File: src/pcc_pkg.sv
// constants for the protector comparator configuration bank
package pcc_pkg;

  // --------------------------------------------------------------
  // register map
  // --------------------------------------------------------------
  localparam int unsigned ADDR_W = 8;
  localparam int unsigned DATA_W = 8;
  localparam logic [7:0] ADDR_TEMP_PROT_EN = 8'h2C;
  localparam logic [7:0] ADDR_TEMP_THRESH  = 8'h2D;
  localparam logic [7:0] ADDR_FILTER_TIME  = 8'h2E;
  localparam logic [7:0] ADDR_EVT_STATUS   = 8'h40;
  localparam logic [7:0] ADDR_EVT_MASK     = 8'h41;
  localparam logic [7:0] RST_TEMP_PROT_EN  = 8'h00;
  localparam logic [7:0] RST_TEMP_THRESH   = 8'h00;
  localparam logic [7:0] RST_FILTER_TIME   = 8'h00;
  localparam logic [7:0] RST_EVT_MASK      = 8'h00;
  localparam logic [7:0] RDATA_IDLE        = 8'h00;

  // --------------------------------------------------------------
  // fields
  // --------------------------------------------------------------
  localparam int unsigned NUM_TEMP_CH  = 6;
  localparam int unsigned HOT_LSB      = 4;
  localparam int unsigned COLD_LSB     = 0;
  localparam int unsigned THR_W        = 4;
  localparam int unsigned THERM_FT_LSB = 2;
  localparam int unsigned VOLT_DG_LSB  = 0;
  localparam int unsigned DG_W         = 2;
  localparam int unsigned EVT_HOT      = 0;
  localparam int unsigned EVT_COLD     = 1;
  localparam int unsigned EVT_OV       = 2;
  localparam int unsigned EVT_UV       = 3;
  localparam int unsigned EVT_BAL      = 4;
  localparam int unsigned EVT_W        = 5;

  // --------------------------------------------------------------
  // trip level scaling
  // --------------------------------------------------------------
  localparam logic [6:0]  HOT_PCT_BASE  = 7'h14;
  localparam logic [6:0]  COLD_PCT_BASE = 7'h3C;
  localparam logic [12:0] OV_BASE_MV    = 13'h7D0;
  localparam logic [12:0] OV_MAX_MV     = 13'h1388;
  localparam logic [6:0]  OV_SAT_CODE   = 7'h78;
  localparam logic [11:0] UV_BASE_MV    = 12'h2BC;
  localparam logic [12:0] V_STEP_MV     = 13'h19;

  // --------------------------------------------------------------
  // filter times, least times so cycle counts round up
  // --------------------------------------------------------------
  localparam longint unsigned CLK_HZ   = 64'h1312D00;
  localparam longint unsigned US_PER_S = 64'hF4240;
  localparam longint unsigned DG_25_US  = 64'h19;
  localparam longint unsigned DG_50_US  = 64'h32;
  localparam longint unsigned DG_100_US = 64'h64;
  localparam longint unsigned DG_500_US = 64'h1F4;
  localparam int unsigned DG_25_CYC =
    int'((DG_25_US * CLK_HZ + US_PER_S - 1) / US_PER_S);
  localparam int unsigned DG_50_CYC =
    int'((DG_50_US * CLK_HZ + US_PER_S - 1) / US_PER_S);
  localparam int unsigned DG_100_CYC =
    int'((DG_100_US * CLK_HZ + US_PER_S - 1) / US_PER_S);
  localparam int unsigned DG_500_CYC =
    int'((DG_500_US * CLK_HZ + US_PER_S - 1) / US_PER_S);
  localparam int unsigned CNT_W = 14;

endpackage : pcc_pkg

File: src/dg_if.sv
// link between the config bank and a bank of deglitch filters
`timescale 1ns/1ps
`default_nettype none
interface dg_if #(
  parameter int unsigned N  = 1,
  parameter int unsigned CW = 14
);
  logic [N-1:0]  raw;
  logic [CW-1:0] lim;
  logic [N-1:0]  flag;

  modport filt (input raw, input lim, output flag);
  modport ctl  (output raw, output lim, input flag);
endinterface : dg_if
`default_nettype wire

File: src/protector_comparator_config.sv
// protector comparator configuration bank with deglitch and events
`timescale 1ns/1ps
`default_nettype none
module protector_comparator_config
  import pcc_pkg::*;
#(
  parameter int unsigned SLOW_DG_CYC = DG_500_CYC,
  parameter int unsigned NUM_CH      = NUM_TEMP_CH
)(
  input  wire logic              clk_i,
  input  wire logic              rst_n_i,
  input  wire logic [ADDR_W-1:0] addr_i,
  input  wire logic [DATA_W-1:0] wdata_i,
  input  wire logic              wr_i,
  input  wire logic              rd_i,
  output logic      [DATA_W-1:0] rdata_o,
  input  wire logic [NUM_CH-1:0] hot_cmp_i,
  input  wire logic [NUM_CH-1:0] cold_cmp_i,
  input  wire logic              ov_cmp_i,
  input  wire logic              uv_cmp_i,
  input  wire logic              bal_cmp_i,
  input  wire logic [6:0]        ov_code_i,
  input  wire logic [6:0]        uv_code_i,
  output logic      [NUM_CH-1:0] temp_prot_en_o,
  output logic      [DG_W-1:0]   thermal_filter_time_o,
  output logic      [DG_W-1:0]   voltage_filter_time_o,
  output logic      [NUM_CH-1:0] hot_flag_o,
  output logic      [NUM_CH-1:0] cold_flag_o,
  output logic                   ov_flag_o,
  output logic                   uv_flag_o,
  output logic                   balance_finished_o,
  output logic      [6:0]        hot_trip_level_o,
  output logic      [6:0]        cold_trip_level_o,
  output logic      [12:0]       ov_trip_mv_o,
  output logic      [11:0]       uv_trip_mv_o,
  output logic                   irq_o
);

  localparam int unsigned NT   = 2 * NUM_CH;
  localparam int unsigned NCMP = NT + 3;

  // --------------------------------------------------------------
  // state
  // --------------------------------------------------------------
  logic [7:0]        en_q;
  logic [7:0]        thr_q;
  logic [7:0]        dg_q;
  logic [7:0]        mask_q;
  logic [EVT_W-1:0]  status_q;
  logic [EVT_W-1:0]  evt_set;
  logic [7:0]        rdata_q;
  logic [7:0]        rd_val;
  logic [NCMP-1:0]   sync1_q;
  logic [NCMP-1:0]   sync2_q;
  logic [NCMP-1:0]   flags;
  logic [NCMP-1:0]   flag_prev_q;
  logic [NCMP-1:0]   rise;
  logic [6:0]        hot_pct;
  logic [6:0]        cold_pct;
  logic [12:0]       ov_mv;
  logic [11:0]       uv_mv;
  logic [6:0]        hot_lvl_q;
  logic [6:0]        cold_lvl_q;
  logic [12:0]       ov_mv_q;
  logic [11:0]       uv_mv_q;

  dg_if #(.N(NT), .CW(CNT_W)) t_if ();
  dg_if #(.N(3),  .CW(CNT_W)) v_if ();

  function automatic logic [CNT_W-1:0] dg_lim(input logic [1:0] sel);
    logic [CNT_W-1:0] r;
    r = '0;
    unique case (sel)
      2'h0: r = CNT_W'(DG_25_CYC);
      2'h1: r = CNT_W'(DG_50_CYC);
      2'h2: r = CNT_W'(DG_100_CYC);
      2'h3: r = CNT_W'(SLOW_DG_CYC);
    endcase
    return r;
  endfunction : dg_lim

  // --------------------------------------------------------------
  // register writes
  // --------------------------------------------------------------
  // spare bits are kept and read back, they steer nothing
  always_ff @(posedge clk_i or negedge rst_n_i)
  begin
    if (!rst_n_i)
      en_q <= RST_TEMP_PROT_EN;
    else if (wr_i && addr_i == ADDR_TEMP_PROT_EN)
      en_q <= wdata_i;
  end

  always_ff @(posedge clk_i or negedge rst_n_i)
  begin
    if (!rst_n_i)
      thr_q <= RST_TEMP_THRESH;
    else if (wr_i && addr_i == ADDR_TEMP_THRESH)
      thr_q <= wdata_i;
  end

  always_ff @(posedge clk_i or negedge rst_n_i)
  begin
    if (!rst_n_i)
      dg_q <= RST_FILTER_TIME;
    else if (wr_i && addr_i == ADDR_FILTER_TIME)
      dg_q <= wdata_i;
  end

  always_ff @(posedge clk_i or negedge rst_n_i)
  begin
    if (!rst_n_i)
      mask_q <= RST_EVT_MASK;
    else if (wr_i && addr_i == ADDR_EVT_MASK)
      mask_q <= wdata_i;
  end

  assign temp_prot_en_o        = en_q[NUM_CH-1:0];
  assign thermal_filter_time_o = dg_q[THERM_FT_LSB +: DG_W];
  assign voltage_filter_time_o = dg_q[VOLT_DG_LSB +: DG_W];

  // --------------------------------------------------------------
  // comparator inputs: asynchronous, two-flop synchroniser
  // --------------------------------------------------------------
  always_ff @(posedge clk_i or negedge rst_n_i)
  begin
    if (!rst_n_i)
    begin
      sync1_q <= '0;
      sync2_q <= '0;
    end
    else
    begin
      sync1_q <= {bal_cmp_i, uv_cmp_i, ov_cmp_i, cold_cmp_i, hot_cmp_i};
      sync2_q <= sync1_q;
    end
  end

  // --------------------------------------------------------------
  // deglitch filters
  // --------------------------------------------------------------
  // gating before the filter makes a disabled channel restart
  assign t_if.raw = {sync2_q[NT-1:NUM_CH] & en_q[NUM_CH-1:0],
                     sync2_q[NUM_CH-1:0] & en_q[NUM_CH-1:0]};
  assign t_if.lim = dg_lim(dg_q[THERM_FT_LSB +: DG_W]);
  assign v_if.raw = sync2_q[NCMP-1:NT];
  assign v_if.lim = dg_lim(dg_q[VOLT_DG_LSB +: DG_W]);

  deglitch_bank #(.N(NT), .CW(CNT_W)) u_thermal_filter_time (
    .clk_i   (clk_i),
    .rst_n_i (rst_n_i),
    .d       (t_if)
  );

  deglitch_bank #(.N(3), .CW(CNT_W)) u_volt_dg (
    .clk_i   (clk_i),
    .rst_n_i (rst_n_i),
    .d       (v_if)
  );

  assign hot_flag_o         = t_if.flag[NUM_CH-1:0];
  assign cold_flag_o        = t_if.flag[NT-1:NUM_CH];
  assign ov_flag_o          = v_if.flag[0];
  assign uv_flag_o          = v_if.flag[1];
  assign balance_finished_o = v_if.flag[2];

  // --------------------------------------------------------------
  // trip levels
  // --------------------------------------------------------------
  trip_level_decode u_decode (
    .hot_code_i  (thr_q[HOT_LSB +: THR_W]),
    .cold_code_i (thr_q[COLD_LSB +: THR_W]),
    .ov_code_i   (ov_code_i),
    .uv_code_i   (uv_code_i),
    .hot_pct_o   (hot_pct),
    .cold_pct_o  (cold_pct),
    .ov_mv_o     (ov_mv),
    .uv_mv_o     (uv_mv)
  );

  always_ff @(posedge clk_i or negedge rst_n_i)
  begin
    if (!rst_n_i)
    begin
      hot_lvl_q  <= HOT_PCT_BASE;
      cold_lvl_q <= COLD_PCT_BASE;
      ov_mv_q    <= OV_BASE_MV;
      uv_mv_q    <= UV_BASE_MV;
    end
    else
    begin
      hot_lvl_q  <= hot_pct;
      cold_lvl_q <= cold_pct;
      ov_mv_q    <= ov_mv;
      uv_mv_q    <= uv_mv;
    end
  end

  assign hot_trip_level_o  = hot_lvl_q;
  assign cold_trip_level_o = cold_lvl_q;
  assign ov_trip_mv_o      = ov_mv_q;
  assign uv_trip_mv_o      = uv_mv_q;

  // --------------------------------------------------------------
  // events and interrupt
  // --------------------------------------------------------------
  assign flags = {v_if.flag, t_if.flag};
  assign rise  = flags & ~flag_prev_q;

  always_comb
  begin
    evt_set           = '0;
    evt_set[EVT_HOT]  = |rise[NUM_CH-1:0];
    evt_set[EVT_COLD] = |rise[NT-1:NUM_CH];
    evt_set[EVT_OV]   = rise[NT];
    evt_set[EVT_UV]   = rise[NT+1];
    evt_set[EVT_BAL]  = rise[NT+2];
  end

  // a new event in the clearing read's cycle survives
  always_ff @(posedge clk_i or negedge rst_n_i)
  begin
    if (!rst_n_i)
    begin
      flag_prev_q <= '0;
      status_q    <= '0;
    end
    else
    begin
      flag_prev_q <= flags;
      if (rd_i && addr_i == ADDR_EVT_STATUS)
        status_q <= evt_set;
      else
        status_q <= status_q | evt_set;
    end
  end

  assign irq_o = |(status_q & mask_q[EVT_W-1:0]);

  // --------------------------------------------------------------
  // read path
  // --------------------------------------------------------------
  always_comb
  begin
    unique case (addr_i)
      ADDR_TEMP_PROT_EN: rd_val = en_q;
      ADDR_TEMP_THRESH:  rd_val = thr_q;
      ADDR_FILTER_TIME:  rd_val = dg_q;
      ADDR_EVT_STATUS:   rd_val = 8'(status_q);
      ADDR_EVT_MASK:     rd_val = mask_q;
      default:           rd_val = RDATA_IDLE;
    endcase
  end

  always_ff @(posedge clk_i or negedge rst_n_i)
  begin
    if (!rst_n_i)
      rdata_q <= RDATA_IDLE;
    else if (rd_i)
      rdata_q <= rd_val;
    else
      rdata_q <= RDATA_IDLE;
  end

  assign rdata_o = rdata_q;

  // --------------------------------------------------------------
  // checks
  // --------------------------------------------------------------
  logic             past_ok_q;
  logic [CNT_W-1:0] run_t_q;
  logic [CNT_W-1:0] run_v_q;

  always_ff @(posedge clk_i or negedge rst_n_i)
  begin
    if (!rst_n_i)
    begin
      past_ok_q <= 1'b0;
      run_t_q   <= '0;
      run_v_q   <= '0;
    end
    else
    begin
      past_ok_q <= 1'b1;
      if (!t_if.raw[0])
        run_t_q <= '0;
      else if (run_t_q != '1)
        run_t_q <= run_t_q + 1'b1;
      if (!v_if.raw[0])
        run_v_q <= '0;
      else if (run_v_q != '1)
        run_v_q <= run_v_q + 1'b1;
    end
  end

  property p_en_write;
    @(posedge clk_i) disable iff (!rst_n_i)
    wr_i && addr_i == ADDR_TEMP_PROT_EN
      |=> temp_prot_en_o == $past(wdata_i[NUM_CH-1:0]);
  endproperty
  a_en_write: assert property (p_en_write)
    else $error("enable write not stored");

  property p_disabled_quiet;
    @(posedge clk_i) disable iff (!rst_n_i)
    past_ok_q |->
      ((hot_flag_o | cold_flag_o) & ~$past(en_q[NUM_CH-1:0])) == '0;
  endproperty
  a_disabled_quiet: assert property (p_disabled_quiet)
    else $error("disabled channel raised a flag");

  property p_hot_level;
    @(posedge clk_i) disable iff (!rst_n_i)
    past_ok_q |->
      hot_trip_level_o == HOT_PCT_BASE + 7'($past(thr_q[7:4]));
  endproperty
  a_hot_level: assert property (p_hot_level)
    else $error("hot trip level wrong");

  property p_cold_level;
    @(posedge clk_i) disable iff (!rst_n_i)
    past_ok_q |->
      cold_trip_level_o == COLD_PCT_BASE + 7'($past(thr_q[3:0]));
  endproperty
  a_cold_level: assert property (p_cold_level)
    else $error("cold trip level wrong");

  property p_temp_interval;
    @(posedge clk_i) disable iff (!rst_n_i)
    $rose(hot_flag_o[0]) && $stable(dg_q)
      |-> run_t_q == dg_lim(dg_q[3:2]);
  endproperty
  a_temp_interval: assert property (p_temp_interval)
    else $error("thermal flag not at selected interval");

  property p_volt_interval;
    @(posedge clk_i) disable iff (!rst_n_i)
    $rose(ov_flag_o) && $stable(dg_q)
      |-> run_v_q == dg_lim(dg_q[1:0]);
  endproperty
  a_volt_interval: assert property (p_volt_interval)
    else $error("voltage flag not at selected interval");

  property p_ov_saturate;
    @(posedge clk_i) disable iff (!rst_n_i)
    past_ok_q && $past(ov_code_i) >= OV_SAT_CODE
      |-> ov_trip_mv_o == OV_MAX_MV;
  endproperty
  a_ov_saturate: assert property (p_ov_saturate)
    else $error("over-voltage level not saturated");

  property p_uv_level;
    @(posedge clk_i) disable iff (!rst_n_i)
    past_ok_q |->
      uv_trip_mv_o == UV_BASE_MV + 12'(13'($past(uv_code_i)) * V_STEP_MV);
  endproperty
  a_uv_level: assert property (p_uv_level)
    else $error("under-voltage level wrong");

endmodule : protector_comparator_config
`default_nettype wire

File: src/deglitch_bank.sv
// bank of continuous-assertion deglitch filters
`timescale 1ns/1ps
`default_nettype none
module deglitch_bank #(
  parameter int unsigned N  = 1,
  parameter int unsigned CW = 14
)(
  input  wire logic clk_i,
  input  wire logic rst_n_i,
  dg_if.filt        d
);

  logic [CW-1:0] cnt_q [N];
  logic [N-1:0]  flag_q;

  assign d.flag = flag_q;

  for (genvar i = 0; i < N; i++)
  begin : g_ch
    // a limit lowered mid-run takes effect at once (>=)
    always_ff @(posedge clk_i or negedge rst_n_i)
    begin
      if (!rst_n_i)
      begin
        cnt_q[i]  <= '0;
        flag_q[i] <= 1'b0;
      end
      else if (!d.raw[i])
      begin
        cnt_q[i]  <= '0;
        flag_q[i] <= 1'b0;
      end
      else if (cnt_q[i] >= CW'(d.lim - 1'b1))
        flag_q[i] <= 1'b1;
      else
        cnt_q[i] <= cnt_q[i] + 1'b1;
    end

    property p_rise_after_full_time;
      @(posedge clk_i) disable iff (!rst_n_i)
      $rose(flag_q[i]) |->
        $past(d.raw[i]) && ($past(cnt_q[i]) >= CW'($past(d.lim) - 1'b1));
    endproperty
    a_rise_after_full_time: assert property (p_rise_after_full_time)
      else $error("deglitch flag rose before the full interval");

    property p_drop_restarts;
      @(posedge clk_i) disable iff (!rst_n_i)
      !d.raw[i] |=> !flag_q[i] && (cnt_q[i] == '0);
    endproperty
    a_drop_restarts: assert property (p_drop_restarts)
      else $error("deglitch did not restart on deassertion");
  end

endmodule : deglitch_bank
`default_nettype wire

File: src/trip_level_decode.sv
// threshold codes to trip levels in percent and millivolts
`timescale 1ns/1ps
`default_nettype none
module trip_level_decode
  import pcc_pkg::*;
(
  input  wire logic [THR_W-1:0] hot_code_i,
  input  wire logic [THR_W-1:0] cold_code_i,
  input  wire logic [6:0]       ov_code_i,
  input  wire logic [6:0]       uv_code_i,
  output logic      [6:0]       hot_pct_o,
  output logic      [6:0]       cold_pct_o,
  output logic      [12:0]      ov_mv_o,
  output logic      [11:0]      uv_mv_o
);

  assign hot_pct_o  = HOT_PCT_BASE + 7'(hot_code_i);
  assign cold_pct_o = COLD_PCT_BASE + 7'(cold_code_i);

  // top eight codes all pin to the ceiling
  assign ov_mv_o = (ov_code_i >= OV_SAT_CODE) ? OV_MAX_MV
                 : OV_BASE_MV + 13'(13'(ov_code_i) * V_STEP_MV);
  assign uv_mv_o = UV_BASE_MV + 12'(13'(uv_code_i) * V_STEP_MV);

endmodule : trip_level_decode
`default_nettype wire

File: config.mk
export PLATFORM = sky130hd
export DESIGN_NAME = protector_comparator_config
export DESIGN_NICKNAME = d
export VERILOG_FILES = /design/src/pcc_pkg.sv /design/src/dg_if.sv /design/src/protector_comparator_config.sv /design/src/deglitch_bank.sv /design/src/trip_level_decode.sv
export SDC_FILE = /design/constraint.sdc
export NUM_CORES = 1
export LEC_CHECK = 0
export BUFFER_PORTS_ARGS = -buffer_cell sky130_fd_sc_hd__buf_2
export CAP_MARGIN = 15
export CORE_MARGIN = 3
export CORE_UTILIZATION = 35
export DETAILED_ROUTE_END_ITERATION = 16
export MAX_ROUTING_LAYER = met4
export PLACE_DENSITY = 0.62
export SETUP_SLACK_MARGIN = 0.4
export SLEW_MARGIN = 30
export SYNTH_ARGS = -nofsm -noshare
export SYNTH_HDL_FRONTEND = slang
export SYNTH_SLANG_ARGS = --single-unit
File: constraint.sdc
create_clock -name clk_i -period 3.8 [get_ports clk_i]
set_input_delay 0.76 -clock clk_i [delete_from_list [all_inputs] [get_ports clk_i]]
set_output_delay 0.76 -clock clk_i [all_outputs]
set_load 0.01 [all_outputs]
==> summary.txt <==
Power
  – PwrDens: between 300 and 400 nW/um^2
  – Psw: 0.002193 W
  – Sequential power share: 45.2%
  – Leakage power: 10.81 nW
  – Internal power: 0.006661 W
  – Sw frac: roughly a quarter
  – Gate power share: 9.5%
  – Worst vdd ir: 0.3549 mV
  – Clk pwr share: 45.3%

GRT
  – Largest net degree at the start of global routing: 111
  – First-pass GRT wire length: roughly 80000 um
  – Grt ovf: 0
  – Total GRT Usage: 17.00%
  – Initial antenna violation count: 1
  – Number of global-route vias before repair: 15.99k

Detailed routing
  – WL/cell: 16.95 um
  – Iter 0 DRT Violations: 991
  – Vias per inst: 5.442
  – # DRC: 0
  – Router iterations before antenna repair: 5
  – Vias post-DR: about 16k
  – Antenna viol nets, final: 0
  – Routed Wire Length: 49390 um

Clocking
  – TritonCTS buffer count: 41
  – Clock root buffer master: clkbuf_16
  – CTS HTree Levels: 2
  – CTS tree: yes
  – Clock Latency Late Sink: about 0.57 ns
  – Clock tree buffer depth: 3
  – Clk sinks: 352
  – Clk slew on worst S/H paths: 0.06 ns

STA
  – Final TNS setup: 0 ns
  – Post-route clock period utilization: 84.69%
  – Worst Skew: 0.02644 ns
  – RSZ-0062 raised after global routing: no
  – Hold Fails Final Rpt: 0
  – Max frequency: 310.7 MHz
  – Slew Limit Headroom: 36.87%
  – Max Transition Viols Final: 0
  – Fin crit period: 3.218 ns
  – Final Setup Violations: 0
  – Worst-Margin Slew: 0.9469 ns

Placement
  – Placed insts: between 2k and 3k
  – DPL Wire Length: 35490 um
  – GP Congestion: roughly 0.88
  – Input/output buffers: 120

Finish
  – Layout cell share with drive strength beyond 1: 15.20%
  – NumNets Final: 2395
  – Syn-to-layout area delta: 15.14%
  – FILL cells: 5513
  – Non-filler cells, final: 2914
  – Ant. Diodes: 0

Setup path
  – Crit path capture type: flip-flop
  – CP Max Fanout: 16
  – Critical path arrival: 3.70 ns
  – CP Launch Type: flip-flop
  – Worst Path Class, Setup: reg2reg
  – Req. time, crit path: roughly 4.3 ns

Yosys
  – Cell type with the largest total area after synthesis: dfrtp_1
  – Synth top area share: 41.67%
  – Synth top area cells: dfrtp_1 42%, ha_1 13%, a21oi_1 3.5%
  – Post-synth ARST share: 100.0%
  – Cell Area, Synth: 20120 sq um
  – Mapped Nets: 2257
  – EDFF count, synth: 0
  – Mean post-synth cell area: 10.11 sq um
  – Netlist cell types: 76
  – Syn Inst Count: 1990
  – Yosys warning count: 0
  – Synthesized flop and latch total: 352
  – Register area share after synthesis: 43.89%
  – Prevailing post-synth register cell: dfrtp_1

Run
  – Max-cap viol count: 0

Min path
  – Min-Delay Path Class: in2async

Outcome
  – Outcome: complete, no violations

Floorplanning
  – Row cnt: between 80 and 90
  – Die W: 245.8 um
  – Die Height: approximately 250 um
  – I/O pin total: 122
  – Starting Density: 35.54%
  – Die area: 60390 sq um
  – Core area: 56600 sq um
## per-layer routing
layer	track usage [%]	vias to the layer above	part of all wire, %	wire, um
met2	27.57	341	47	23290
met1	22.16	7852	46	22750
met3	2.562	85	4.4	2185
met4	4.759	0	2.4	1166
li1	-	7579	-	-
met5	-	-	0	0
## power groups by stage
stage	clock [W]	combinational, W	sequential, W
after CTS	0.00414	0.000853	0.00401
after global routing	0.00429	0.000959	0.00402
after global placement	0	0.000825	0.00407
final	0.00401	0.000842	0.00401
after detailed placement	0	0.000848	0.00407
after floorplan	0	0.000428	0.00409
## kinds of logic after synthesis
| kind of cell | share of synthesized area, % |
|---|---|
| AND/OR/NAND/NOR | 16.38 |
| AO/OA/AOI/OAI | 15.54 |
| flip-flops | 43.89 |
| adder cells (fa/ha/maj) | 13.86 |
| buffers and inverters | 3.346 |
| XOR/XNOR | 3.744 |
| multiplexers | 3.228 |
| other | 0.01864 |
## cells in the final DEF, fill, tap and decap left out, drive strengths merged, types with 12 or more instances in the layout
cell type,count
dfrtp,335
ha,210
buf,160
nand2,158
nor2,153
a21oi,144
inv,99
o21ai,69
nand3,68
clkbuf,60
nand4,51
xor2,44
or3,44
xnor2,42
mux2,39
or4,37
o31ai,34
a21o,32
and3,32
and2,27
nand2b,26
o211ai,22
mux2i,21
a211oi,20
a31oi,17
dfstp,17
and4,13
a22oi,13
a31o,12
## stage by stage
stage / instance area [sq um] / hold slack, ns / total power [W] / worst slack (ns) / util (%)
after floorplan: 20120 / 0.3312 / 0.004520 / 0.4293 / -
after global placement: 21660 / 0.3329 / 0.004895 / 0.2094 / 38.26
after detailed placement: 21660 / 0.3347 / 0.004921 / 0.1696 / 38.26
after CTS: 23080 / 0.2673 / 0.008999 / 0.4093 / 40.78
after global routing: 23160 / 0.1378 / 0.009268 / 0.4019 / 40.92
final: 23160 / 0.1194 / 0.008855 / 0.5817 / 40.92
## cells in the mapped netlist, drive strengths merged (27+ instances only)
cell    instances
o21ai          69
a21oi         144
nand4          51
nand2         158
dfrtp         335
and2           27
ha            210
o31ai          34
nand3          68
a21o           32
mux2           39
or3            44
clkbuf         45
xor2           44
and3           32
xnor2          42
nor2          153
inv            99
or4            37
## worst paths after layout
kind,startpoint,end,slack [ns],cells past startpoint
max in group asynchronous,rst_n_i,ov_trip_mv_o[7],2.62,3
min,rst_n_i,u_thermal_filter_time.cnt_q[100],0.12,1
max reg2reg,dg_q[1],u_volt_dg.cnt_q[38],0.58,10
min in group clk_i,hot_cmp_i[3],sync1_q[3],0.30,1
max,dg_q[1],u_volt_dg.cnt_q[38],0.58,10
min reg2reg,sync1_q[13],sync2_q[13],0.34,0
## layout make-up
| cell class | instances | area (sq um) | share of cell area (%) |
|---|---|---|---|
| clock inverters | 13 | 110.1 | 0.4753 |
| repair buffers | 160 | 953.4 | 4.116 |
| clock buffers | 60 | 1280 | 5.526 |
| multi-input cells | 1474 | 10670 | 46.06 |
| flip-flops and latches | 352 | 8830 | 38.12 |
| well taps | 756 | 945.9 | 4.084 |
| inverters | 99 | 375.4 | 1.620 |
## registers in the layout, summed over array words and instances, names as in the netlist
name	flops
dg_q	8
cold_trip_level_o	6
u_volt_dg.cnt_q	42
sync1_q	15
u_volt_dg.d.flag	3
mask_q	8
status_q	5
uv_trip_mv_o	12
flag_prev_q	15
sync2_q	15
u_thermal_filter_time.cnt_q	168
u_thermal_filter_time.d.flag	12
ov_trip_mv_o	13
en_q	8
thr_q	8
rdata_o	8
hot_trip_level_o	6
## critical path, stage by stage, from the launching register on
cell,delay [ns]
dfrtp_1,0.48
or2_2,0.38
inv_1,0.23
ha_1,0.28
a21o_1,0.18
a21o_1,0.16
a21oi_1,0.18
o2bb2ai_1,0.27
buf_4,0.28
or4_1,0.53
a21oi_1,0.17
## timing repair
action,CTS,global route
pin swaps,1,0
resized for setup,1,6
hold buffers,0,0
setup buffers,3,1
endpoints found under the setup margin,4,31
(Power assumes the default switching activity.)
